===== src/ucs_pkg.sv =====
// Purpose: Shared constants for the charger status and measurement register block
// Assumes: 8-bit registers addressed by an 8-bit register index on the serial link
// Notes: Offsets match the device register map; config bit offsets are local
package ucs_pkg;

  // ****************************************
  // Register offsets
  // ****************************************
  localparam logic [7:0] SETUP3_OFS = 8'h03;
  localparam logic [7:0] SAMPLE_REQ_OFS = 8'h05;
  localparam logic [7:0] MASK0_OFS = 8'h07;
  localparam logic [7:0] MASK2_OFS = 8'h09;
  localparam logic [7:0] EVENT_FLAGS_OFS = 8'h0A;
  localparam logic [7:0] FAULT_FLAGS_OFS = 8'h0C;
  localparam logic [7:0] ATTACH_STATUS_OFS = 8'h0D;
  localparam logic [7:0] LOAD_CURRENT_OFS = 8'h10;
  localparam logic [7:0] PORT_VOLTAGE_OFS = 8'h11;
  localparam logic [7:0] DIE_TEMP_OFS = 8'h12;
  localparam logic [7:0] CONFIG_SRC_OFS = 8'h13;

  // ****************************************
  // Field positions
  // ****************************************
  localparam int THERMAL_BIT = 3;
  localparam int INPUT_OV_BIT = 2;
  localparam int DATAPIN_OV_BIT = 1;
  localparam int ATTACH_BIT = 3;
  localparam int AUTO_CLEAR_BIT = 7;
  localparam int SAMPLE_DONE_BIT = 0;
  localparam int MODE_LSB = 4;

  // ****************************************
  // Reset values and constants
  // ****************************************
  localparam logic [7:0] ZERO_BYTE = 8'h00;
  localparam logic [2:0] FAULT_MASK = 3'h7;
  localparam logic [7:0] FAULT_BITS = 8'h0E;
  localparam logic [7:0] MASK0_BITS = 8'h8B;
  // Thermal warning threshold 140 C as a code: (140 + 270) / 3.5 rounded up
  localparam logic [7:0] THERMAL_WARN_CODE = 8'h76;

  // Charger mode encodings
  typedef enum logic [1:0] {
    UCS_MODE_PASS = 2'b00,
    UCS_MODE_CDP = 2'b01,
    UCS_MODE_DCP_HI = 2'b10,
    UCS_MODE_DCP_LO = 2'b11
  } ucs_mode_t;

  // Sample sequencer states, Gray coded from IDLE through CONV to LOAD; LOAD back to IDLE flips both bits
  typedef enum logic [1:0] {
    UCS_S_IDLE = 2'b00,
    UCS_S_CONV = 2'b01,
    UCS_S_LOAD = 2'b11
  } ucs_state_t;

endpackage


===== src/ucs_flag.sv =====
// Purpose: One read-clear fault flag with sticky or auto-clear behaviour
// Assumes: Condition input is synchronous to mclk_i
// Notes: A set in the read cycle wins over the clear
`timescale 1ns/1ns
module ucs_flag (
  input wire logic mclk_i,
  input wire logic resetn_i,
  input wire logic cond_i,
  input wire logic read_i,
  input wire logic auto_clear_i,
  output logic flag_o
);
  logic flag_reg;
  logic flag_next;

  always_comb begin
    flag_next = flag_reg;
    if (cond_i) begin
      flag_next = 1'b1;
    end else if (read_i || auto_clear_i) begin
      flag_next = 1'b0;
    end
  end

  always_ff @(posedge mclk_i or negedge resetn_i) begin
    if (!resetn_i) begin
      flag_reg <= 1'b0;
    end else begin
      flag_reg <= flag_next;
    end
  end

  assign flag_o = flag_reg;
endmodule


===== src/ucs_regs.sv =====
// Purpose: Fault flags, live status, measurement results and config sources
// Assumes: Register port is a byte-wide strobe interface from the serial link slave
// Notes: Reads return data one cycle after rd_i; irq_o ORs the masked fault flags and events
`timescale 1ns/1ns
module ucs_regs (
  input wire logic mclk_i,
  input wire logic resetn_i,
  input wire logic [7:0] addr_i,
  input wire logic [7:0] wdata_i,
  input wire logic wr_i,
  input wire logic rd_i,
  output logic [7:0] rdata_o,
  input wire logic input_ov_i,
  input wire logic datapin_ov_i,
  input wire logic attach_i,
  input wire logic enum_start_i,
  input wire logic data_mode_pin_i,
  input wire logic standalone_i,
  input wire logic [7:0] first_config_resistor_i,
  input wire logic [7:0] second_config_resistor_i,
  input wire logic [7:0] third_config_resistor_i,
  input wire logic conv_done_i,
  input wire logic [7:0] load_current_code_i,
  input wire logic [7:0] port_voltage_code_i,
  input wire logic [7:0] die_temp_code_i,
  output logic conv_start_o,
  output logic irq_o,
  output logic [1:0] charger_mode_o,
  output logic spread_spectrum_o,
  output logic sync_is_output_o,
  output logic [2:0] freq_select_o,
  output logic [2:0] current_limit_o,
  output logic [4:0] cable_gain_o
);

  // ****************************************
  // Fault flags
  // ****************************************
  logic [2:0] cond;
  logic [2:0] fault_flag;
  logic fault_read;
  logic [7:0] mask2_reg;
  logic [7:0] mask2_next;
  logic [7:0] mask0_reg;
  logic [7:0] mask0_next;

  // Thermal warning compares the live die temperature code to the threshold
  assign cond[2] = (die_temp_code_i >= ucs_pkg::THERMAL_WARN_CODE);
  assign cond[1] = input_ov_i;
  assign cond[0] = datapin_ov_i;
  assign fault_read = rd_i && (addr_i == ucs_pkg::FAULT_FLAGS_OFS);

  genvar g;
  generate
    for (g = 0; g < 3; g++) begin : g_flag
      // Read clear only takes effect when condition is absent
      ucs_flag u_flag (
        .mclk_i(mclk_i),
        .resetn_i(resetn_i),
        .cond_i(cond[g]),
        .read_i(fault_read),
        .auto_clear_i(mask0_reg[ucs_pkg::AUTO_CLEAR_BIT]),
        .flag_o(fault_flag[g])
      );
    end
  endgenerate

  // ****************************************
  // Sample request sequencer
  // ****************************************
  ucs_pkg::ucs_state_t state_reg;
  ucs_pkg::ucs_state_t state_next;
  logic req_reg;
  logic req_next;
  logic done_reg;
  logic done_next;
  logic attach_ev_reg;
  logic attach_ev_next;
  logic attach_d_reg;
  logic attach_d_next;
  logic [7:0] curr_reg;
  logic [7:0] curr_next;
  logic [7:0] volt_reg;
  logic [7:0] volt_next;
  logic [7:0] temp_reg;
  logic [7:0] temp_next;
  logic event_read;
  logic sample_wr;

  assign event_read = rd_i && (addr_i == ucs_pkg::EVENT_FLAGS_OFS);
  assign sample_wr = wr_i && (addr_i == ucs_pkg::SAMPLE_REQ_OFS) && wdata_i[0];

  always_comb begin
    state_next = state_reg;
    req_next = req_reg;
    done_next = done_reg;
    curr_next = curr_reg;
    volt_next = volt_reg;
    temp_next = temp_reg;
    if (event_read) begin
      done_next = 1'b0;
    end
    unique case (state_reg)
      ucs_pkg::UCS_S_IDLE: begin
        if (sample_wr) begin
          req_next = 1'b1;
          state_next = ucs_pkg::UCS_S_CONV;
        end
      end
      ucs_pkg::UCS_S_CONV: begin
        if (conv_done_i) begin
          state_next = ucs_pkg::UCS_S_LOAD;
        end
      end
      ucs_pkg::UCS_S_LOAD: begin
        // Results update and done flag rises; request clears unless a new one lands
        curr_next = load_current_code_i;
        volt_next = port_voltage_code_i;
        temp_next = die_temp_code_i;
        done_next = 1'b1;
        // A request landing in the load cycle is not lost: it starts the next run
        if (sample_wr) begin
          req_next = 1'b1;
          state_next = ucs_pkg::UCS_S_CONV;
        end else begin
          req_next = 1'b0;
          state_next = ucs_pkg::UCS_S_IDLE;
        end
      end
      default: begin
        state_next = ucs_pkg::UCS_S_IDLE;
      end
    endcase
  end

  // Attach change event: set wins over read clear
  always_comb begin
    attach_d_next = attach_i;
    attach_ev_next = attach_ev_reg;
    if (attach_i != attach_d_reg) begin
      attach_ev_next = 1'b1;
    end else if (event_read) begin
      attach_ev_next = 1'b0;
    end
  end

  always_ff @(posedge mclk_i or negedge resetn_i) begin
    if (!resetn_i) begin
      state_reg <= ucs_pkg::UCS_S_IDLE;
      req_reg <= 1'b0;
      done_reg <= 1'b0;
      curr_reg <= ucs_pkg::ZERO_BYTE;
      volt_reg <= ucs_pkg::ZERO_BYTE;
      temp_reg <= ucs_pkg::ZERO_BYTE;
      attach_ev_reg <= 1'b0;
      attach_d_reg <= 1'b0;
    end else begin
      state_reg <= state_next;
      req_reg <= req_next;
      done_reg <= done_next;
      curr_reg <= curr_next;
      volt_reg <= volt_next;
      temp_reg <= temp_next;
      attach_ev_reg <= attach_ev_next;
      attach_d_reg <= attach_d_next;
    end
  end

  assign conv_start_o = (state_reg == ucs_pkg::UCS_S_CONV);

  // ****************************************
  // Writable control registers
  // ****************************************
  logic [1:0] mode_reg;
  logic [1:0] mode_next;
  logic [7:0] cfg_reg;
  logic [7:0] cfg_next;
  logic cfg_wr_seen_reg;
  logic cfg_wr_seen_next;

  always_comb begin
    mask0_next = mask0_reg;
    mask2_next = mask2_reg;
    mode_next = mode_reg;
    cfg_next = cfg_reg;
    cfg_wr_seen_next = cfg_wr_seen_reg;
    if (wr_i) begin
      unique case (addr_i)
        ucs_pkg::MASK0_OFS: begin
          mask0_next = wdata_i & ucs_pkg::MASK0_BITS;
        end
        ucs_pkg::MASK2_OFS: begin
          mask2_next = wdata_i & ucs_pkg::FAULT_BITS;
        end
        ucs_pkg::SETUP3_OFS: begin
          mode_next = wdata_i[ucs_pkg::MODE_LSB +: 2];
        end
        ucs_pkg::CONFIG_SRC_OFS: begin
          cfg_next = wdata_i;
          cfg_wr_seen_next = 1'b1;
        end
        default: begin
        end
      endcase
    end
  end

  always_ff @(posedge mclk_i or negedge resetn_i) begin
    if (!resetn_i) begin
      mask0_reg <= ucs_pkg::ZERO_BYTE;
      mask2_reg <= ucs_pkg::ZERO_BYTE;
      mode_reg <= 2'b00;
      cfg_reg <= ucs_pkg::ZERO_BYTE;
      cfg_wr_seen_reg <= 1'b0;
    end else begin
      mask0_reg <= mask0_next;
      mask2_reg <= mask2_next;
      mode_reg <= mode_next;
      cfg_reg <= cfg_next;
      cfg_wr_seen_reg <= cfg_wr_seen_next;
    end
  end

  // ****************************************
  // Configuration source selection
  // ****************************************
  // Standalone parts use resistors; otherwise register writes rule once made
  logic use_res;
  assign use_res = standalone_i || !cfg_wr_seen_reg;

  always_comb begin
    spread_spectrum_o = use_res ? first_config_resistor_i[7] : cfg_reg[7];
    sync_is_output_o = use_res ? first_config_resistor_i[6] : cfg_reg[6];
    freq_select_o = use_res ? first_config_resistor_i[2:0] : cfg_reg[2:0];
    current_limit_o = use_res ? third_config_resistor_i[2:0] : cfg_reg[5:3];
    // Gain combines second (upper bits) and third (low bits) resistors
    cable_gain_o = use_res ? {second_config_resistor_i[2:0], third_config_resistor_i[4:3]}
                           : {cfg_reg[2:0], cfg_reg[7:6]};
  end

  // Charger mode: data-mode pin low forces pass-through; auto-CDP goes
  // pass-through by itself once enumeration may begin
  always_comb begin
    if (!data_mode_pin_i) begin
      charger_mode_o = ucs_pkg::UCS_MODE_PASS;
    end else if ((mode_reg == ucs_pkg::UCS_MODE_CDP) && attach_i && enum_start_i) begin
      charger_mode_o = ucs_pkg::UCS_MODE_PASS;
    end else begin
      charger_mode_o = mode_reg;
    end
  end

  // ****************************************
  // Flag, event and status bytes
  // ****************************************
  logic [7:0] flags_byte;
  logic [7:0] events_byte;
  logic [7:0] status_byte;

  always_comb begin
    flags_byte = ucs_pkg::ZERO_BYTE;
    flags_byte[ucs_pkg::THERMAL_BIT] = fault_flag[2];
    flags_byte[ucs_pkg::INPUT_OV_BIT] = fault_flag[1];
    flags_byte[ucs_pkg::DATAPIN_OV_BIT] = fault_flag[0];
  end

  // Event byte: bit 3 is the live attach level, bits 0 and 1 clear on read
  always_comb begin
    events_byte = ucs_pkg::ZERO_BYTE;
    events_byte[ucs_pkg::SAMPLE_DONE_BIT] = done_reg;
    events_byte[1] = attach_ev_reg;
    events_byte[ucs_pkg::ATTACH_BIT] = attach_i;
  end

  always_comb begin
    status_byte = ucs_pkg::ZERO_BYTE;
    status_byte[ucs_pkg::ATTACH_BIT] = attach_i;
  end

  // ****************************************
  // Interrupt
  // ****************************************
  // Attach status and events are enabled from the low mask nibble
  logic fault_irq;
  logic event_irq;

  assign fault_irq = |(flags_byte & mask2_reg);
  assign event_irq = |(events_byte & {4'h0, mask0_reg[3:0]});
  assign irq_o = fault_irq || event_irq;

  // ****************************************
  // Read data
  // ****************************************
  logic [7:0] rdata_reg;
  logic [7:0] rdata_next;

  always_comb begin
    rdata_next = rdata_reg;
    if (rd_i) begin
      unique case (addr_i)
        ucs_pkg::FAULT_FLAGS_OFS: rdata_next = flags_byte;
        ucs_pkg::EVENT_FLAGS_OFS: rdata_next = events_byte;
        ucs_pkg::ATTACH_STATUS_OFS: rdata_next = status_byte;
        ucs_pkg::LOAD_CURRENT_OFS: rdata_next = curr_reg;
        ucs_pkg::PORT_VOLTAGE_OFS: rdata_next = volt_reg;
        ucs_pkg::DIE_TEMP_OFS: rdata_next = temp_reg;
        ucs_pkg::MASK0_OFS: rdata_next = mask0_reg;
        ucs_pkg::MASK2_OFS: rdata_next = mask2_reg;
        ucs_pkg::SAMPLE_REQ_OFS: rdata_next = {7'h00, req_reg};
        ucs_pkg::SETUP3_OFS: rdata_next = {2'b00, mode_reg, 4'h0};
        ucs_pkg::CONFIG_SRC_OFS: rdata_next = cfg_reg;
        default: rdata_next = ucs_pkg::ZERO_BYTE;
      endcase
    end
  end

  always_ff @(posedge mclk_i or negedge resetn_i) begin
    if (!resetn_i) begin
      rdata_reg <= ucs_pkg::ZERO_BYTE;
    end else begin
      rdata_reg <= rdata_next;
    end
  end

  assign rdata_o = rdata_reg;
endmodule


===== config.mk =====
export PLATFORM = sky130hd
export DESIGN_NAME = ucs_regs
export DESIGN_NICKNAME = d
export VERILOG_FILES = /design/src/ucs_pkg.sv /design/src/ucs_flag.sv /design/src/ucs_regs.sv
export SDC_FILE = /design/constraint.sdc
export NUM_CORES = 1
export LEC_CHECK = 0
export BUFFER_PORTS_ARGS = -buffer_cell sky130_fd_sc_hd__buf_2
export CORE_MARGIN = 5
export CORE_UTILIZATION = 54
export DETAILED_ROUTE_END_ITERATION = 10
export GPL_ROUTABILITY_DRIVEN = 0
export PLACE_DENSITY = 0.85
export SYNTH_ARGS = -nofsm -noshare
export SYNTH_HDL_FRONTEND = slang
export SYNTH_SLANG_ARGS = --single-unit

===== constraint.sdc =====
create_clock -name mclk_i -period 4.2 [get_ports mclk_i]
set_input_delay 1.26 -clock mclk_i [delete_from_list [all_inputs] [get_ports mclk_i]]
set_output_delay 1.26 -clock mclk_i [all_outputs]
set_load 0.1 [all_outputs]

# ---- Word-level counts from Yosys, hierarchy flattened
# Index checks and enable logic that the tools add are counted.
# Widths: inputs -> output; s select.
dict set report word_totals {
  register_bits 59
  input_bits 75
  out_inout_bits 25
  word_cells 84
}
dict set report classes {
  order_cmp 1
  n_eq_ne 17
  n_mux 22
  bitwise 2
  n_reduce_logical 25
}
# op n
set ops {}
lappend ops {{$pmux 8 s11} 1}
lappend ops {{$eq 8x4->1 const B} 4}
lappend ops {{$eq 8x5->1 const B} 4}
lappend ops {{$eq 8x3->1 const B} 2}
lappend ops {{$reduce_or 8->1} 2}
lappend ops {{$mux 1} 12}
lappend ops {{$reduce_and 2->1} 6}
lappend ops {{$reduce_bool 2->1} 6}
lappend ops {{$and 4x4->4} 2}
lappend ops {{$eq 8x2->1 const B} 1}
lappend ops {{$ge 8x7->1 const B} 1}
lappend ops {{$mux 2} 4}
lappend ops {{$logic_and 1x1->1} 6}
lappend ops {{$mux 3} 2}
lappend ops {{$pmux 2 s3} 1}
lappend ops {{$mux 5} 1}
lappend ops {{$eq 2x1->1 const B} 2}
lappend ops {{$ne 2x2->1 const B} 2}
lappend ops {{$logic_or 1x1->1} 3}
lappend ops {{$eq 2x2->1 const B} 1}
lappend ops {{$logic_not 2->1} 1}
lappend ops {{$pmux 1 s2} 1}
lappend ops {{$logic_not 1->1} 1}
lappend ops {{$ne 1x1->1} 1}

# ---- Logic depth before layout (Yosys ltp)
dict set report logic_depth {
  ltp_word 5
  ltp_mapped 6
  mapped_depth_nobuf 4
}

# ---- Modules after synthesis
# A second synthesis with hierarchy kept.
dict set report unflattened {
  hier_cells 262
  hier_area_um2 3001.6
}
# mod instances cells_per_inst area_per_inst_um2 seq_area_each_um2
set modules_own_cells {}
lappend modules_own_cells {ucs_regs 1 253 2892.8 1401.3}
lappend modules_own_cells {ucs_flag 3 3 36.3 25.0}

# ---- Worst setup path after synthesis
# Ideal clock, no wire load.
dict set report synth_timing {
  path_kind {input to output}
  from {input data_mode_pin_i}
  to {output charger_mode_o[0]}
  t_arrival_ns 2.831
  t_required_ns 2.940
  slack_ns 0.109
  path_stages 2
  path_buffers 0
  cell_sequence {nand2_1 -> a31oi_1}
}
dict set report synth_between {
  elab_chain_cells 1
}
# element line
set synth_rtl {}
lappend synth_rtl {{start: declaration} ucs_regs.sv:17} ;# input wire logic data_mode_pin_i,
lappend synth_rtl {{$mux 2} ucs_regs.sv:244} ;# if (!data_mode_pin_i) begin
lappend synth_rtl {{end: declaration} ucs_regs.sv:28} ;# output logic [1:0] charger_mode_o,
# No other way between the ends.

# ---- Final worst setup path
dict set report layout_timing {
  from {input standalone_i}
  to {output freq_select_o[0]}
}
dict set report layout_between {
  elab_chain_cells 2
}
# element line
set layout_rtl {}
lappend layout_rtl {{start: declaration} ucs_regs.sv:18} ;# input wire logic standalone_i,
lappend layout_rtl {{$logic_or 1x1->1} ucs_regs.sv:229} ;# assign use_res = standalone_i || !cfg_wr_seen_reg;
lappend layout_rtl {{$mux 3} ucs_regs.sv:234} ;# freq_select_o = use_res ? first_config_resistor_i[2:0] : cfg_reg[2:0];
lappend layout_rtl {{end: declaration} ucs_regs.sv:31} ;# output logic [2:0] freq_select_o,
# No other way between the ends.

==> metrics.yaml <==
power_and_ir_drop:
  power_density_mw_per_mm2: 354.2
  p_total_mw: 1.282
  irDropWorstVdd_mv: 0.2296
  p_leak_nw: 1.761
global_routing:
  grt_use_total_pct: 21.03
  antenna_found_initial: 0
  grt_max_degree: 38
  grt_pass1_vias: 2471
  grt_overflow: 0
  grt_first_pass_wirelength_mm: 11.77
synthesis:
  ys_async_sr_fraction_pct: 100.0
  netlist-cell-type-count: 47
  synthFlopType: "dfrtp_1"
  syn-num-nets: 328
  yosysSeqAreaShare_pct: 49.43
  avgSynthCellArea_um2: 11.80
  yosys_warnings: 0
  syn_inst: 253
  synth-edff-count: 0
  synth_area_mm2: 0.002987
  ys_seq_elements: 59
timing:
  setup_ws_ns: 0.4887
  finalCritPeriodShare_pct: 88.36
  maxSlewViolCount: 0
  setup_violations: 0
  tightestPinTransition_ns: 0.9805
  tns_ns: 0
  rsz0062_at_grt: "false"
  max_freq_mhz: 269.5
  skew_ns: 0.006734
  relSlewSlack_pct: 34.48
  hold_viol: 0
  min_period_ns: 3.711
cells_and_area:
  regArea_mm2: 0.001476
  fillers: 422
  fin_cells: 415
  antenna_cells: 0
  area_growth_pct: 21.20
  multiInputGateArea_mm2: 0.001419
  post-route-util_pct: 66.55
  nets: 414
  drive_above_1_share_pct: 46.94
drt:
  drt-pass1-iter-count: 4
  antenna_left: 0
  drt-total-wl_mm: 7.051
  wl_per_cell_um: 16.99
  drt_iter0_markers: 134
  post-route-drc-count: 0
  viasPerCell: 5.614
  vias: 2330
critical_path:
  reg2reg_setup_slack_ns: 2.45
  crit_fanout: 8
  r2r-end: "curr_reg[4]"
  start_kind: "input port"
  critPathCaptureType: "output port"
  rr_startpoint: "state_reg[0]"
  critPathArrivalTime_ns: 2.45
  required_ns: 2.94
  worst-r2r-cell-count: 2
  criticalPathCategory: "in2out"
clock_network:
  cts_inserted_buffers: 9
  cts_sinks: 59
  worstSkewPairLatency_ns: 0.34
  root_buffer: "clkbuf_8"
  cts_max_level: 3
  cts_buffer_depth: 2
  cts_tree: "done"
  clkTransAtPathRegs_ns: 0.06
  holdBufCountCts: 0
  ctsResizeCount: 0
  postCtsSetupBuffers: 0
flow_run:
  maxCapViolCount: 0
placed_design:
  hpwl_mm: 5.283
  dp_cells: 400
  io_buffers: 88
  place_ws_ns: 0.4541
hold_path:
  hold_end: "temp_reg[5]"
  holdCritStartpoint: "temp_reg[5]"
  min_path_type: "reg2reg"
  worstHoldPathCells: 1
floorplan:
  die-area_mm2: 0.007118
  initial_core_util_pct: 54.91
  rows: 27
  die_y_um: 84.37
  design.core.area_mm2: 0.005439
  pin_count: 100
  die_x_um: 84.37
status:
  status: "finished clean"
[cells by family after synthesis]
| kind of cell | count (synthesis) | share of synthesized area, % |
|---|---|---|
| DFF | 59 | 49.43 |
| muxes | 52 | 22.96 |
| buffers and inverters | 21 | 3.058 |
| adders and majority gates | 1 | 0.3352 |
| and+or+nand+nor | 85 | 15.42 |
| AOI/OAI and AO/OA | 34 | 8.505 |
| xor gates and xnor gates | 1 | 0.2933 |
[cell type report]
type	instances	area share [%]
clock buffer	12	4.010
clock inverter	3	0.4148
inverter	7	0.7259
multi-input combinational	173	39.20
sequential	59	40.79
tap	72	2.489
timing repair buffer	89	12.37
[cell usage in the layout, fill, tap and decap left out, types with 2 or more instances in the layout]
| cell type | n |
|---|---|
| a22o_1 | 6 |
| inv_1 | 7 |
| dfrtp_1 | 59 |
| nor2b_1 | 4 |
| a21o_1 | 3 |
| nor2_1 | 9 |
| clkbuf_1 | 2 |
| a221oi_1 | 3 |
| a22oi_1 | 4 |
| a211oi_1 | 2 |
| mux2_4 | 3 |
| a21oi_1 | 5 |
| nor4_1 | 3 |
| nor3_1 | 2 |
| a31oi_1 | 2 |
| mux2_2 | 40 |
| buf_2 | 88 |
| o21ai_0 | 2 |
| mux4_2 | 8 |
| nand3_1 | 8 |
| nor4bb_1 | 2 |
| clkinv_2 | 3 |
| nand2_1 | 41 |
| nand2b_1 | 3 |
| clkbuf_8 | 10 |
| and2_1 | 2 |
[per-stage QoR]
step	hold slack (ns)	area, um^2
finish	0.5049	3620
global route	0.5195	3620
CTS	0.5052	3620
detailed placement	0.4900	3460
global placement	0.4720	3460
floorplan	0.4501	2987
[synth_stat cells (3+ instances only)]
| library cell | n | area share, % |
|---|---|---|
| a21o_1 | 3 | 0.75 |
| a21oi_1 | 5 | 0.84 |
| nand3_1 | 8 | 1.3 |
| nand2b_1 | 3 | 0.63 |
| mux4_2 | 8 | 6.0 |
| nor4_1 | 3 | 0.63 |
| clkbuf_1 | 8 | 1.0 |
| dfrtp_1 | 59 | 49 |
| a221oi_1 | 3 | 0.88 |
| mux2_2 | 40 | 15 |
| buf_2 | 4 | 0.67 |
| mux2_4 | 3 | 1.5 |
| nor2_1 | 9 | 1.1 |
| a22o_1 | 6 | 1.8 |
| a22oi_1 | 4 | 1.0 |
| nor2b_1 | 4 | 0.84 |
| inv_1 | 7 | 0.88 |
| nand2_1 | 41 | 5.2 |
[power breakdown]
part           total (mW)  internal, mW  switching, mW  leakage, nW
Sequential          0.613         0.595         0.0186        0.731
Clock               0.434         0.224          0.210       0.0860
Combinational       0.235        0.0742          0.160        0.944
Total                1.28         0.893          0.389         1.76
[critical path, cell delays in order]
cell	delay (ns)
buf_2	0.10
nor2b_1	0.43
nand2_1	0.15
nand2_1	0.08
buf_2	0.42
[routing by layer]
layer / vias to the layer above / track usage (%) / share of wire (%)
met5: - / 0 / 0
met3: 13 / 6.673 / 8.6
met1: 1120 / 26.95 / 42
met4: 0 / 8.777 / 1.9
li1: 1096 / - / -
met2: 101 / 33.14 / 48
[worst max-delay path by stage]
stage,startpoint,endpoint,slack [ns],depth (start not counted)
after floorplan,data_mode_pin_i,charger_mode_o[0],0.11,2
after global placement,standalone_i,cable_gain_o[1],0.50,5
after detailed placement,standalone_i,freq_select_o[0],0.45,5
after CTS,standalone_i,freq_select_o[0],0.45,5
after global routing,standalone_i,freq_select_o[1],0.40,5
final,standalone_i,freq_select_o[0],0.49,5
(Power assumes the default switching activity.)
